--- src/rtl/period_timer_pkg.sv ---
/*
  Shared constants and types for the 8-bit period match timer: register
  indices and byte addresses, reset values, field layouts and divider limits.
  Assumes a 32-bit APB master and one system clock.
*/
package period_timer_pkg;

  // Register indices; the byte address is four times the index.
  localparam logic [15:0] IDX_CONTROL = 16'h0FCA;
  localparam logic [15:0] IDX_COUNT   = 16'h0FCB;
  localparam logic [15:0] IDX_PERIOD  = 16'h0FCC;
  localparam logic [15:0] IDX_FLAGS   = 16'h0FCD;
  localparam logic [15:0] IDX_ENABLES = 16'h0FCE;

  // Values after reset.
  localparam logic [7:0] CONTROL_RESET = 8'h00;
  localparam logic [7:0] COUNT_RESET   = 8'h00;
  localparam logic [7:0] PERIOD_RESET  = 8'hFF;
  localparam logic [7:0] FLAGS_RESET   = 8'h00;

  // Position of the match flag and its enable in their registers.
  localparam int unsigned MATCH_BIT = 1;

  // System clocks per instruction clock, less one.
  localparam logic [1:0] INSTR_LAST = 2'h3;

  // Last prescaler state for each divide ratio.
  localparam logic [3:0] PRE_LAST_DIV1  = 4'h0;
  localparam logic [3:0] PRE_LAST_DIV4  = 4'h3;
  localparam logic [3:0] PRE_LAST_DIV16 = 4'hF;

  // Control register layout, bit 7 down to bit 0.
  typedef struct packed {
    logic       unused;
    logic [3:0] matchDivideSelect;
    logic       countRun;
    logic [1:0] inputDivideSelect;
  } timer_control_t;

  // APB request group driven by the master.
  typedef struct packed {
    logic        psel;
    logic        penable;
    logic        pwrite;
    logic [15:0] paddr;
    logic [31:0] pwdata;
  } apb_req_t;

  // Byte address of a register index.
  function automatic logic [15:0] regByteAddr(input logic [15:0] idx);
    regByteAddr = {idx[13:0], 2'b00};
  endfunction

  // Last prescaler state for a divide select code.
  function automatic logic [3:0] preLast(input logic [1:0] sel);
    preLast = sel[1] ? PRE_LAST_DIV16 : (sel[0] ? PRE_LAST_DIV4 : PRE_LAST_DIV1);
  endfunction

endpackage

--- src/rtl/input_prescaler.sv ---
/*
  Instruction clock divider and input prescaler. Produces one-cycle count
  ticks. Assumes clear is a one-cycle pulse from the register logic.
*/
`timescale 1ns/1ps

module input_prescaler
(
  input  wire logic       clock,
  input  wire logic       rst,
  input  wire logic       clear,
  input  wire logic       run,
  input  wire logic [1:0] select,
  output logic            tick
);

  import period_timer_pkg::*;

  logic [1:0] phase_r;
  logic [3:0] pre_r;
  logic       instrTick;
  logic       preWrap;

  ////////////////////////////////////////////////////////////////////////
  // Both counters hold while stopped, so a stopped timer does not toggle.
  assign instrTick = run && (phase_r == INSTR_LAST);
  assign preWrap   = pre_r == preLast(select);
  assign tick      = instrTick && preWrap && !clear;

  // Phase of the instruction clock, cleared along with the prescaler.
  always_ff @(posedge clock or posedge rst)
  begin
    if (rst)
      phase_r <= 2'h0;
    else if (clear)
      phase_r <= 2'h0;
    else if (run)
      phase_r <= phase_r + 2'h1;
  end

  // Prescaler; a select change mid-count wraps at the new limit at once.
  always_ff @(posedge clock or posedge rst)
  begin
    if (rst)
      pre_r <= 4'h0;
    else if (clear)
      pre_r <= 4'h0;
    else if (instrTick)
      pre_r <= (pre_r >= preLast(select)) ? 4'h0 : pre_r + 4'h1;
  end
endmodule

--- src/rtl/period_match_timer_8bit.sv ---
/*
  8-bit period match timer with prescaler, postscaler, match flag and
  interrupt, reached over APB. Assumes a 32-bit APB master, zero-skew
  single clock at the system oscillator rate, and an asynchronous reset
  that stands for every kind of device reset.
*/
// Local design decision: register access over APB.
// Overview of operation
// - While running, the count rises by one from zero on each prescaled instruction tick.
// - The input divide select picks 1, 4 or 16 instruction cycles per tick.
// - The count is compared with the period every cycle and equality gives the match.
// - A match clears the count on the next tick and clocks the postscaler.
// - Reset clears the count and loads the period with all ones.
// - Writes to count or control and any reset clear prescaler and postscaler.
// - A control write leaves the count untouched.
// - The match divide select n in control bits 6 to 3 divides matches by n plus one.
// - The match flag, flags bit 1, sets each time the postscaler completes.
// - The interrupt is raised from the flag only while its enable bit is set.
// - The unscaled match pulse is output as a PWM time base.
// - The match also drives a shift clock output for a serial port.
// - Count and period are read and written directly, unbuffered.
`timescale 1ns/1ps

module period_match_timer_8bit
(
  input  wire logic                      clock,
  input  wire logic                      rst,
  input  wire period_timer_pkg::apb_req_t apbReq,
  output logic [31:0]                    prdata,
  output logic                           pready,
  output logic                           pslverr,
  output logic                           irq,
  output logic                           pwmTimeBase,
  output logic                           serialShiftClock
);

  import period_timer_pkg::*;

  timer_control_t control_r;
  logic [7:0]     count_r;
  logic [7:0]     count_nxt;
  logic [7:0]     period_r;
  logic [3:0]     post_r;
  logic [3:0]     post_nxt;
  logic           flag_r;
  logic           flag_nxt;
  logic           enable_r;
  logic           enable_nxt;
  logic           pready_r;
  logic           pslverr_r;
  logic [31:0]    prdata_r;
  logic           irq_r;
  logic           timeBase_r;
  logic           shiftClock_r;

  logic           accessDone;
  logic           writeDone;
  logic           hitControl;
  logic           hitCount;
  logic           hitPeriod;
  logic           hitFlags;
  logic           hitEnables;
  logic           hitAny;
  logic           wrControl;
  logic           wrCount;
  logic           wrPeriod;
  logic           wrFlags;
  logic           wrEnables;
  logic           flagClear;
  logic [31:0]    readData;
  logic           prescClear;
  logic           tick;
  logic           atPeriod;
  logic           matchPulse;
  logic           postWrap;
  logic           postDone;

  ////////////////////////////////////////////////////////////////////////
  // Address decode. Only full matches hit; everything else is unmapped.
  assign hitControl = apbReq.paddr == regByteAddr(IDX_CONTROL);
  assign hitCount   = apbReq.paddr == regByteAddr(IDX_COUNT);
  assign hitPeriod  = apbReq.paddr == regByteAddr(IDX_PERIOD);
  assign hitFlags   = apbReq.paddr == regByteAddr(IDX_FLAGS);
  assign hitEnables = apbReq.paddr == regByteAddr(IDX_ENABLES);
  assign hitAny     = hitControl || hitCount || hitPeriod || hitFlags || hitEnables;

  // A transfer completes at the edge where the registered ready is high.
  assign accessDone = apbReq.psel && apbReq.penable && pready_r;
  assign writeDone  = accessDone && apbReq.pwrite;
  assign wrControl  = writeDone && hitControl;
  assign wrCount    = writeDone && hitCount;
  assign wrPeriod   = writeDone && hitPeriod;
  assign wrFlags    = writeDone && hitFlags;
  assign wrEnables  = writeDone && hitEnables;
  assign flagClear  = wrFlags && apbReq.pwdata[MATCH_BIT];

  // Read selection; narrow registers sit in the low bits, the rest read zero.
  assign readData =
    hitControl ? {24'h000000, 1'b0, control_r[6:0]} :
    hitCount   ? {24'h000000, count_r} :
    hitPeriod  ? {24'h000000, period_r} :
    hitFlags   ? {30'h00000000, flag_r, 1'b0} :
    hitEnables ? {30'h00000000, enable_r, 1'b0} :
    32'h00000000;

  ////////////////////////////////////////////////////////////////////////
  // One wait state: ready rises after the first access cycle, so every
  // transfer takes exactly setup plus two access cycles. The registered
  // answer keeps the bus outputs glitch free at the cost of that cycle.
  always_ff @(posedge clock or posedge rst)
  begin
    if (rst)
    begin
      pready_r  <= 1'b0;
      pslverr_r <= 1'b0;
      prdata_r  <= 32'h00000000;
    end
    else
    begin
      pready_r  <= apbReq.psel && apbReq.penable && !pready_r;
      pslverr_r <= apbReq.psel && apbReq.penable && !pready_r && !hitAny;
      if (apbReq.psel && apbReq.penable && !pready_r)
        prdata_r <= apbReq.pwrite ? 32'h00000000 : readData;
    end
  end

  ////////////////////////////////////////////////////////////////////////
  // Control and period registers. Reserved bit 7 is never stored.
  always_ff @(posedge clock or posedge rst)
  begin
    if (rst)
    begin
      control_r <= CONTROL_RESET;
      period_r  <= PERIOD_RESET;
    end
    else
    begin
      if (wrControl)
        control_r <= {1'b0, apbReq.pwdata[6:0]};
      if (wrPeriod)
        period_r <= apbReq.pwdata[7:0];
    end
  end

  ////////////////////////////////////////////////////////////////////////
  // Prescaler, cleared by writes to count or control; reset clears it too.
  assign prescClear = wrCount || wrControl;

  input_prescaler prescaler_u (
    .clock  (clock),
    .rst    (rst),
    .clear  (prescClear),
    .run    (control_r.countRun),
    .select (control_r.inputDivideSelect),
    .tick   (tick)
  );

  ////////////////////////////////////////////////////////////////////////
  // Comparator and count. The match is a combinational compare every cycle;
  // the count wraps to zero on the tick that finds it equal, so the period
  // is period plus one ticks. A software write beats a tick in that cycle.
  assign atPeriod   = count_r == period_r;
  assign matchPulse = tick && atPeriod && !wrCount;
  assign count_nxt  = wrCount    ? apbReq.pwdata[7:0] :
                      matchPulse ? COUNT_RESET :
                      tick       ? count_r + 8'h01 :
                      count_r;

  always_ff @(posedge clock or posedge rst)
  begin
    if (rst)
      count_r <= COUNT_RESET;
    else
      count_r <= count_nxt;
  end

  ////////////////////////////////////////////////////////////////////////
  // Postscaler counts matches; a select below the current state wraps at
  // once so a shortened ratio never runs the full sixteen.
  assign postWrap = post_r >= control_r.matchDivideSelect;
  assign postDone = matchPulse && postWrap && !prescClear;
  assign post_nxt = prescClear ? 4'h0 :
                    !matchPulse ? post_r :
                    postWrap ? 4'h0 : post_r + 4'h1;

  always_ff @(posedge clock or posedge rst)
  begin
    if (rst)
      post_r <= 4'h0;
    else
      post_r <= post_nxt;
  end

  ////////////////////////////////////////////////////////////////////////
  // Sticky flag, cleared by writing one; a new event beats the clear.
  assign flag_nxt   = postDone || (flag_r && !flagClear);
  assign enable_nxt = wrEnables ? apbReq.pwdata[MATCH_BIT] : enable_r;

  always_ff @(posedge clock or posedge rst)
  begin
    if (rst)
    begin
      flag_r   <= FLAGS_RESET[MATCH_BIT];
      enable_r <= FLAGS_RESET[MATCH_BIT];
      irq_r    <= 1'b0;
    end
    else
    begin
      flag_r   <= flag_nxt;
      enable_r <= enable_nxt;
      irq_r    <= flag_nxt && enable_nxt;
    end
  end

  ////////////////////////////////////////////////////////////////////////
  // Match outputs. The time base is a one-cycle pulse per match; the shift
  // clock toggles per match, so its rate is half the match rate and its
  // duty cycle is even whatever the period.
  always_ff @(posedge clock or posedge rst)
  begin
    if (rst)
    begin
      timeBase_r   <= 1'b0;
      shiftClock_r <= 1'b0;
    end
    else
    begin
      timeBase_r <= matchPulse;
      if (matchPulse)
        shiftClock_r <= !shiftClock_r;
    end
  end

  assign prdata           = prdata_r;
  assign pready           = pready_r;
  assign pslverr          = pslverr_r;
  assign irq              = irq_r;
  assign pwmTimeBase      = timeBase_r;
  assign serialShiftClock = shiftClock_r;
endmodule

--- config.mk ---
export PLATFORM = sky130hd
export DESIGN_NAME = period_match_timer_8bit
export DESIGN_NICKNAME = d
export VERILOG_FILES = /design/src/rtl/period_timer_pkg.sv /design/src/rtl/input_prescaler.sv /design/src/rtl/period_match_timer_8bit.sv
export SDC_FILE = /design/constraint.sdc
export NUM_CORES = 1
export LEC_CHECK = 0
export BUFFER_PORTS_ARGS = -buffer_cell sky130_fd_sc_hd__buf_4
export CORE_MARGIN = 4
export CORE_UTILIZATION = 47
export DETAILED_ROUTE_END_ITERATION = 10
export GPL_TIMING_DRIVEN = 1
export PLACE_DENSITY_LB_ADDON = 0.12
export SETUP_SLACK_MARGIN = 0.02
export SYNTH_ARGS = -nofsm -noshare
export SYNTH_HDL_FRONTEND = slang
export SYNTH_SLANG_ARGS = --single-unit
--- constraint.sdc ---
create_clock -name clock -period 2 [get_ports clock]
set_input_delay 0.4 -clock clock [delete_from_list [all_inputs] [get_ports clock]]
set_output_delay 0.4 -clock clock [all_outputs]
set_load 0.005 [all_outputs]
==> out/metrics.cfg, run 1 <==
[timing]
setup_viol = 25
fmax_mhz = 457
hold_viol_final = 0
relSlewSlack = 0.572
fin_crit_sh = 1.10
rsz0062_at_grt = yes
slew_violations = 0
fin_ws_ns = -0.190
clock-skew-final_ns = 0.00709
worstMarginPinSlew_ns = 0.636
min_period_ns = 2.19

[clock_network]
clock_latency_ns = 0.30
cts_sinks = 48
cts_made_buffers = 5
cts_root_buf = clkbuf_8
cts.path.max_buffers = 2
tritoncts = built
clk_pin_slew_ns = 0.09
cts-htree-levels = 2

[synth]
yosysTopAreaCellShare = 0.335
netlist_instances = 319
synthFlopType = dfrtp_1
yosys-top-cells-area = dfrtp_1 33%, dfstp_2 7.0%, buf_4 6.0%, mux2_2 6.0%, ha_1 5.0%
yosysSeqAreaShare = 0.405
yosysUniqueCellTypes = 54
syn_area_um2 = 2990
netlist_top_cells_count = 40 x dfrtp_1, 29 x nand2_1, 26 x nor2_1
ys_ff_latch = 48
syn_area_per_cell_um2 = 9.37
yosys_warnings = 0
yosysTopAreaCell = dfrtp_1
async_flop_share = 1.00
synth_edf_count = 0
synthMostInstantiatedCell = dfrtp_1

[run_status]
outcome = complete, but fails checks
violations = negative setup slack

[die]
rows = 28
io-pin-count = 90
start_util = 0.493
die_h_um = 87.8
core_area_um2 = 6060
die_area_um2 = 7700
die-width_um = 87.8

[worst_hold_path]
hp-class = primary input to async pin

[worst_setup_path]
cp_max_fo = 7
endpoint_kind = register
cpPeakStageDelay_ns = 0.54
reg2reg_to = post_r[1]
cpMaxStageDelayCell = or4b_4
cp_data_arrival_time_ns = 2.38
rr_worst_depth = 7
rr_startpoint = control_r[0]
critPathLaunchType = primary input
critPathRequiredTime_ns = 2.19
r2r_slack_ns = -0.09
path_cells = buf_6, or4b_4, or4_4, or3_4, nor2_8, mux2_2
crit_type = primary input to register

[routing]
ant_nets = 0
drc = 0
drt_first_pass_iters = 4
num_vias = 2573
wire_per_inst_um = 16.2
drt-initial-drc-count = 96
routed_wl_um = 7600
detail_route.vias_per_cell = 5.49

[final_layout]
final_nets = 458
diodes = 0
drive_gt1_frac = 0.386
post-route-util = 0.646
area_growth_pct = 31.0
fin_area_um2 = 3920

[grt]
grt-ovfl-total = 0
track_usage = 0.200
grt_pass1_wl_um = 12200
grt_antenna_before_repair = 0
grt_max_degree = 49
grt_pass1_vias = 2523

[place]
routabilityCongestion = 0.914
port-buffer-count = 41
placed_area_um2 = 3590
dp_hpwl_um = 5650

[power]
power_switching_mw = 0.434
leakage_nw = 1.84
swShare = 0.236
internal-power_mw = 1.41
seq_power_share = 0.529
p_comb_frac = 0.082
peakVddDrop_mv = 0.265
p_per_area_nw_per_um2 = 470
pwr-share-clk = 0.389

[flow_run]
maxCapViolCount = 0

-- cell families (layout without fill, tap and decap cells) --
logic type	after synthesis	in the layout	share of synthesized area
flops	48	48	0.405
other cells	1	24	0.00125
buf+inv	51	102	0.0971
mux	19	19	0.0707
simple gates	108	109	0.195
fa+ha+maj	12	12	0.0502
compound gates	69	69	0.149
xor+xnor	11	11	0.0322
-- critical path: cells and delay by family --
kind | cells | cell delay, ns
buffers and inverters | 1 | 0.09
AND/OR/NAND/NOR | 4 | 1.54
multiplexers | 1 | 0.35
-- placed cells by master, fill, tap and decap left out, drive strengths merged, types with 3 or more instances in the layout --
| master | count |
|---|---|
| nand2 | 29 |
| dfstp | 8 |
| o21ai | 15 |
| ha | 12 |
| o2111ai | 5 |
| conb | 24 |
| a21boi | 5 |
| nor2 | 27 |
| o211ai | 3 |
| nor3 | 4 |
| buf | 79 |
| clkbuf | 5 |
| and3 | 5 |
| xor2 | 10 |
| nand3b | 3 |
| nor4 | 4 |
| mux2 | 17 |
| nand2b | 7 |
| a21oi | 21 |
| nand3 | 11 |
| a21o | 6 |
| or3 | 6 |
| dfrtp | 40 |
| inv | 15 |
| or4 | 3 |
-- registers in the layout, summed over array words and instances (netlist names) --
| name | count |
|---|---|
| prdata | 8 |
| prescaler_u.phase_r | 2 |
| irq | 1 |
| pready | 1 |
| control_r | 7 |
| pslverr | 1 |
| post_r | 4 |
| enable_r | 1 |
| period_r | 8 |
| serialShiftClock | 1 |
| prescaler_u.pre_r | 4 |
| flag_r | 1 |
| pwmTimeBase | 1 |
| count_r | 8 |
-- per-layer routing --
layer,GRT usage,wire [um]
met5,0,0
met4,0.0418,71
met3,0.0461,478
met2,0.330,3700
met1,0.271,3350
-- power by group through the flow --
stage / sequential (mW) / clock (mW) / combinational [mW]
after floorplan: 0.993 / 0 / 0.0969
after global placement: 0.993 / 0 / 0.146
after detailed placement: 0.992 / 0 / 0.146
after CTS: 0.974 / 0.723 / 0.148
after global routing: 0.975 / 0.773 / 0.166
final: 0.974 / 0.717 / 0.150
-- stage by stage --
step | power [mW] | hold WS [ns] | cells | setup WS [ns] | TNS (ns)
final | 1.84 | 0.128 | 469 | -0.190 | -2.79
after global routing | 1.91 | 0.141 | 469 | -0.215 | -3.68
after CTS | 1.84 | 0.142 | 466 | -0.175 | -2.77
after detailed placement | 1.14 | 0.466 | 457 | -0.553 | -18.91
after global placement | 1.14 | 0.457 | 457 | -0.532 | -18.20
after floorplan | 1.09 | 0.465 | 342 | -0.478 | -11.92
-- cell type report --
type / instances / area, um2
Clock inverter: 3 / 42.5
Multi-Input combinational cell: 244 / 1820
Clock buffer: 5 / 68.8
Timing Repair Buffer: 79 / 628
Inverter: 15 / 56.3
Sequential cell: 48 / 1210
Tap cell: 75 / 93.8
Fill cell: 521 / 2140
-- how the worst max path moves through the flow --
stage	from	to	slack, ns	cells past startpoint
5_1_grt	apbReq[33]	control_r[0]	-0.21	6
4_1_cts	apbReq[33]	control_r[0]	-0.18	6
2_1_floorplan	apbReq[33]	control_r[0]	-0.48	6
3_5_place_dp	apbReq[33]	count_r[0]	-0.55	6
6_report	apbReq[33]	control_r[0]	-0.19	6
3_3_place_gp	apbReq[33]	count_r[0]	-0.53	6
-- repair_timing --
action,CTS,global route
setup endpoints to repair,39,40
setup buffers,1,2
gates resized for setup,19,27
pin swaps,6,11
endpoints found under the hold margin,0,0
hold buffers,0,0
cloned,0,1
Note: power is estimated with default switching activity, not from simulation.
==> inputs of run 2 (changes only) <==
- SETUP_SLACK_MARGIN: 0.02 -> 0.15
==> run 2 against run 1 <==
The run still ends with negative setup slack left; register-to-register slack is essentially flat; highest routed layer unchanged; global-route usage is 0.42 points higher; sequential power about the same; fmax increased by 1.2%; sequential cell count unchanged; via count is essentially flat; count of clock-buffer cells in the layout unchanged; utilization increased by 2.5 points; largest cell class unchanged; clock power grew 2%; wire length up 2.2%.
==> out/metrics.cfg, run 2 (synthesis results as in run 1) <==
[run_status]
outcome = complete, but fails checks
violations = negative setup slack

[die]
die-width_um = 87.8  ; unchanged
die_area_um2 = 7700  ; unchanged
core_area_um2 = 6060  ; unchanged
die_h_um = 87.8  ; unchanged
rows = 28  ; unchanged
start_util = 0.493  ; unchanged
io-pin-count = 90  ; unchanged

[place]
dp_hpwl_um = 5690  ; +0.67%
placed_area_um2 = 3570  ; -0.49%
routabilityCongestion = 0.936  ; +2.4%
port-buffer-count = 41  ; unchanged
dp_cells = 453  ; -0.88%
dp_slack_ns = -0.573  ; -0.0202 ns

[clock_network]
clk_pin_slew_ns = 0.10  ; about the same
cts_sinks = 48  ; unchanged
cts_made_buffers = 5  ; unchanged
tritoncts = built
cts-htree-levels = 2  ; unchanged
clock_latency_ns = 0.31  ; about the same
cts_root_buf = clkbuf_8
cts.path.max_buffers = 2  ; unchanged

[routing]
ant_nets = 0  ; unchanged
drt_first_pass_iters = 4  ; unchanged
routed_wl_um = 7760  ; +2.2%
detail_route.vias_per_cell = 5.45  ; -0.60%
drc = 0  ; unchanged
drt-initial-drc-count = 136  ; +42%
num_vias = 2574  ; +0.039%
wire_per_inst_um = 16.4  ; +1.5%

[grt]
grt_max_degree = 26  ; -47%
track_usage = 0.205  ; +0.00421
grt_pass1_vias = 2487  ; -1.4%
grt-ovfl-total = 0  ; unchanged
grt_pass1_wl_um = 12400  ; +1.4%
grt_antenna_before_repair = 0  ; unchanged

[final_layout]
final_nets = 461  ; +0.66%
regArea_um2 = 1210  ; unchanged
instances_no_fill = 472  ; +0.64%
final_common_cell = buf_4
post-route-util = 0.671  ; +0.0248
fin_area_um2 = 4070  ; +3.8%
area_growth_pct = 36.0
fill_cells = 500  ; -4.0%
final_cell_mix = 68 x buf_4, 40 x dfrtp_1, 28 x nand2_1
diodes = 0  ; unchanged
multiInputGateArea_um2 = 1890  ; +4.3%
drive_gt1_frac = 0.413  ; +0.0273

[flow_run]
maxCapViolCount = 0  ; unchanged

[timing]
finalHoldWorstSlack_ns = 0.134  ; +0.00621 ns
fin_crit_sh = 1.08  ; -0.0128
fin_ws_ns = -0.165  ; +0.0256 ns
slew_violations = 0  ; unchanged
relSlewSlack = 0.629  ; +0.0578
min_period_ns = 2.16  ; -0.0256 ns
hold_viol_final = 0  ; unchanged
rsz0062_at_grt = yes
fmax_mhz = 462  ; +1.2%
clock-skew-final_ns = 0.00550  ; -0.00159 ns
fin_setup_tns_ns = -2.65  ; +0.143 ns
setup_viol = 31  ; +24%
worstMarginPinSlew_ns = 0.555  ; -0.0808 ns

[power]
pwr-share-clk = 0.393  ; +0.004
power_mw = 1.86  ; +0.78%
seq_power_share = 0.525  ; -0.004
p_comb_frac = 0.082  ; about the same
internal-power_mw = 1.41  ; +0.41%
p_per_area_nw_per_um2 = 456  ; -2.9%
swShare = 0.239  ; +0.00283
peakVddDrop_mv = 0.251  ; -5.1%
leakage_nw = 1.89  ; +2.5%
power_switching_mw = 0.443  ; +2.0%

[worst_setup_path]
critPathRequiredTime_ns = 2.20  ; about the same
critPathLaunchType = primary input
cpMaxStageDelayCell = or4b_4
crit_type = primary input to register
path_cells = buf_6, or4b_4, or4_4, or3_4, nor2_8, mux2_2
endpoint_kind = register
cp_max_fo = 7  ; unchanged
cp_data_arrival_time_ns = 2.37  ; about the same
cpPeakStageDelay_ns = 0.53  ; about the same

[worst_hold_path]
hp-class = primary input to async pin

-- run 2: what timing repair did --
action / in CTS / in global routing
pin swaps: 21 / 7
hold endpoints to repair: 0 / 0
cloned: 0 / 0
resized for setup: 48 / 23
endpoints found under the setup margin: 45 / 46
buffers inserted: 5 / 6
hold buffers: 0 / 0
-- run 2: power by group through the flow --
stage	sequential [mW]	clock [mW]	combinational (mW)
after global routing	0.974	0.786	0.168
after CTS	0.974	0.750	0.148
after global placement	0.993	0	0.143
after floorplan	0.993	0	0.0969
after detailed placement	0.993	0	0.144
final	0.974	0.730	0.152
-- run 2: worst paths after layout --
path | startpoint | end | slack (ns) | cells past startpoint
min | rst | prdata[3] | 0.13 | 2
max reg2reg | control_r[0] | post_r[1] | -0.09 | 7
max | apbReq[33] | control_r[3] | -0.16 | 6
min reg2reg | serialShiftClock | serialShiftClock | 0.47 | 1
max in group asynchronous | rst | period_r[1] | 1.26 | 3
min in group clock | apbReq[48] | prdata[7] | 0.31 | 2
-- run 2: cell type report --
| class | instances | area share |
|---|---|---|
| Tap cell | 75 | 0.0231 |
| Clock inverter | 3 | 0.0114 |
| Timing Repair Buffer | 83 | 0.171 |
| Sequential cell | 48 | 0.298 |
| Clock buffer | 5 | 0.0169 |
| Inverter | 15 | 0.0138 |
| Multi-Input combinational cell | 243 | 0.466 |
-- run 2: routing by layer --
| metal | vias to the layer above | routed length (um) | part of all wire | global-route usage |
|---|---|---|---|---|
| met2 | 65 | 3910 | 0.50 | 0.349 |
| met4 | 0 | 38 | 0.0049 | 0.0446 |
| met1 | 1274 | 3420 | 0.44 | 0.276 |
| met3 | 4 | 390 | 0.050 | 0.0301 |
| li1 | 1231 | - | - | - |
| met5 | - | 0 | 0 | 0 |
-- run 2: worst max-delay path: cells and delay by family --
family | cells | cell delay [ns]
mux | 1 | 0.35
buf+inv | 1 | 0.09
simple gates | 4 | 1.52
==> inputs of run 3 (changes only) <==
- ABC_AREA: not set -> 1
- CORE_UTILIZATION: 47 -> 48
==> run 3 against run 2 <==
The flow now finishes without violations; sequential power is essentially flat; wire length decreased by 10%; global-route usage fell by 1.5 points; synthesized cell count grew 32%.
==> out/metrics.cfg, run 3 <==
[synth]
yosysTopAreaCellShare = 0.313  ; -0.0212
yosys-top-cells-area = dfrtp_1 31%, nand2_1 14%, dfstp_2 6.6%, inv_1 6.1%, buf_4 5.6%
syn_area_per_cell_um2 = 7.60  ; -19%
yosys_warnings = 0  ; unchanged
yosysTopAreaCell = dfrtp_1
synth_edf_count = 0  ; unchanged
yosysUniqueCellTypes = 45  ; -17%
async_flop_share = 1.00  ; unchanged
yosysSeqAreaShare = 0.379  ; -0.0257
syn_area_um2 = 3190  ; +6.8%
netlist_top_cells_count = 122 x nand2_1, 52 x inv_1, 40 x dfrtp_1
ys_ff_latch = 48  ; unchanged
synthMostInstantiatedCell = nand2_1
synthFlopType = dfrtp_1
netlist_instances = 420  ; +32%

[power]
peakVddDrop_mv = 0.356  ; +41%
power_switching_mw = 0.416  ; -6.1%
seq_power_share = 0.527  ; +0.002
leakage_nw = 1.99  ; +5.4%
power_mw = 1.85  ; -0.34%
internal-power_mw = 1.43  ; +1.5%
pwr-share-clk = 0.405  ; +0.012
swShare = 0.225  ; -0.0139
p_per_area_nw_per_um2 = 490  ; +7.4%
p_comb_frac = 0.068  ; -0.014

[timing]
clock-skew-final_ns = 0.0141  ; +0.00858 ns
fin_crit_sh = 0.920  ; -0.162
fmax_mhz = 543  ; +18%
relSlewSlack = 0.594  ; -0.0357
fin_setup_tns_ns = 0  ; +2.65 ns
setup_viol = 0  ; -100%
hold_viol_final = 0  ; unchanged
worstMarginPinSlew_ns = 0.609  ; +0.0543 ns
min_period_ns = 1.84  ; -0.324 ns
rsz0062_at_grt = yes
slew_violations = 0  ; unchanged

[routing]
drt_first_pass_iters = 5  ; +1
routed-wl-met3_um = 349  ; -11%
drc = 0  ; unchanged
num_vias = 2702  ; +5.0%
ant_nets = 0  ; unchanged
met1_length_um = 3360  ; -1.8%
met2_length_um = 3150  ; -20%
detail_route.vias_per_cell = 4.89  ; -10%
drt-initial-drc-count = 135  ; -0.74%
routed_wl_um = 6960  ; -10%
top_layer = met4
wire_per_inst_um = 12.6  ; -23%

[place]
routabilityCongestion = 0.846  ; -9.6%
dp_hpwl_um = 5260  ; -7.6%
port-buffer-count = 41  ; unchanged
placed_area_um2 = 3530  ; -1.1%

[final_layout]
drive_gt1_frac = 0.246  ; -0.167
fill_cells = 594  ; +19%
final_nets = 540  ; +17%
diodes = 0  ; unchanged
area_growth_pct = 18.3
fin_area_um2 = 3780  ; -7.2%
final_common_cell = nand2_1
final_cell_mix = 121 x nand2_1, 52 x buf_4, 50 x inv_1

[die]
io-pin-count = 90  ; unchanged
rows = 29  ; +3.6%
start_util = 0.497  ; +0.00378
die-width_um = 89.6  ; +2.0%
die_area_um2 = 8020  ; +4.1%
core_area_um2 = 6420  ; +6.0%
die_h_um = 89.6  ; +2.0%

[worst_hold_path]
hp-class = primary input to async pin

[worst_setup_path]
endpoint_kind = register
cp_data_arrival_time_ns = 2.03  ; -0.34 ns
crit_type = register to register
critPathLaunchType = register
cp_max_fo = 6  ; -1
critPathRequiredTime_ns = 2.19  ; about the same

[clock_network]
clk_pin_slew_ns = 0.10  ; about the same
cts_sinks = 48  ; unchanged
hold_buffers = 0  ; unchanged
cts-htree-levels = 2  ; unchanged
cts_made_buffers = 5  ; unchanged
cts_root_buf = clkbuf_8
tritoncts = built
cts.path.max_buffers = 2  ; unchanged
clock_latency_ns = 0.31  ; about the same

[grt]
track_usage = 0.189  ; -0.0153
grt_pass1_wl_um = 11600  ; -6.0%
grt-ovfl-total = 0  ; unchanged
grt_max_degree = 49  ; +88%
grt_antenna_before_repair = 0  ; unchanged
grt_pass1_vias = 2502  ; +0.60%

[run_status]
outcome = completed

[flow_run]
maxCapViolCount = 0  ; unchanged

## run 3: cell types whose count changed after synthesis, sizes merged, moves of 5 or more
cell,delta
a21o,-6
a21oi,-12
and3,-5
clkbuf,-7
inv,+43
mux2,-17
nand2,+97
nand2b,-7
nand3,+12
nand4,+6
nor2,+20
o21ai,+8
or3,-5
## run 3: area by class of cell
class                           count  area [um2]  share of cell area
Multi-Input combinational cell    305        1690               0.447
Sequential cell                    48        1210               0.321
Timing Repair Buffer               55         433               0.115
Inverter                           60         226              0.0600
Tap cell                           77        96.3              0.0255
Clock buffer                        6        82.6              0.0219
Clock inverter                      2        38.8              0.0103
## run 3: path summary, 6_finish.rpt
| kind | from | end | slack (ns) | depth (start not counted) |
|---|---|---|---|---|
| max | control_r[0] | post_r[0] | 0.16 | 9 |
| min | rst | prescaler_u.phase_r[0] | 0.24 | 3 |
| max reg2reg | control_r[0] | post_r[0] | 0.16 | 9 |
| min reg2reg | prdata[1] | prdata[1] | 0.49 | 2 |
| max in group asynchronous | rst | count_r[6] | 1.33 | 3 |
| min in group clock | apbReq[6] | count_r[6] | 0.33 | 3 |
## run 3: metrics by stage
step | setup WS, ns | cells | hold WS [ns] | utilization
final | 0.159 | 553 | 0.244 | 0.588
after global routing | 0.0236 | 553 | 0.292 | 0.588
after CTS | 0.148 | 551 | 0.272 | 0.578
after detailed placement | 0.0359 | 540 | 0.470 | 0.550
after global placement | 0.0767 | 540 | 0.464 | 0.550
after floorplan | 0.281 | 443 | 0.453 | -
## run 3: power groups by stage
| stage | registers (mW) | clock network, mW | logic, mW |
|---|---|---|---|
| finish | 0.974 | 0.750 | 0.126 |
| global route | 0.975 | 0.803 | 0.143 |
| CTS | 0.974 | 0.770 | 0.127 |
| detailed placement | 0.993 | 0 | 0.127 |
| global placement | 0.993 | 0 | 0.126 |
| floorplan | 0.993 | 0 | 0.0920 |
## run 3: layer usage
layer,GRT usage,vias up
met5,0,-
met1,0.266,1229
li1,-,1385
met2,0.297,80
met3,0.0323,8
met4,0.0609,0
## run 3: cell families (layout without fill, tap and decap cells)
logic type / after synthesis / after routing / share of synthesized area
DFF: 48 / 48 / 0.379
other: 1 / 24 / 0.00117
and+or+nand+nor: 208 / 208 / 0.298
xor gates and xnor gates: 9 / 9 / 0.0270
muxes: 1 / 1 / 0.00313
adders and majority gates: 12 / 12 / 0.0470
buffers and inverters: 90 / 123 / 0.140
AOI/OAI and AO/OA: 51 / 51 / 0.105
## run 3: what timing repair did
item | CTS | global route
pin swaps | 4 | 9
setup buffers | 3 | 2
gates resized for setup | 8 | 9
setup endpoints to repair | 13 | 19
## run 3: critical path, cell delays in order (launching register included)
cell and delay (ns):
dfrtp_1 0.40, nor2_2 0.13, inv_1 0.05, ha_1 0.26
nand4_1 0.14, nor2_4 0.22, nand4_4 0.17, buf_6 0.18
a21oi_2 0.11, nor2_1 0.05
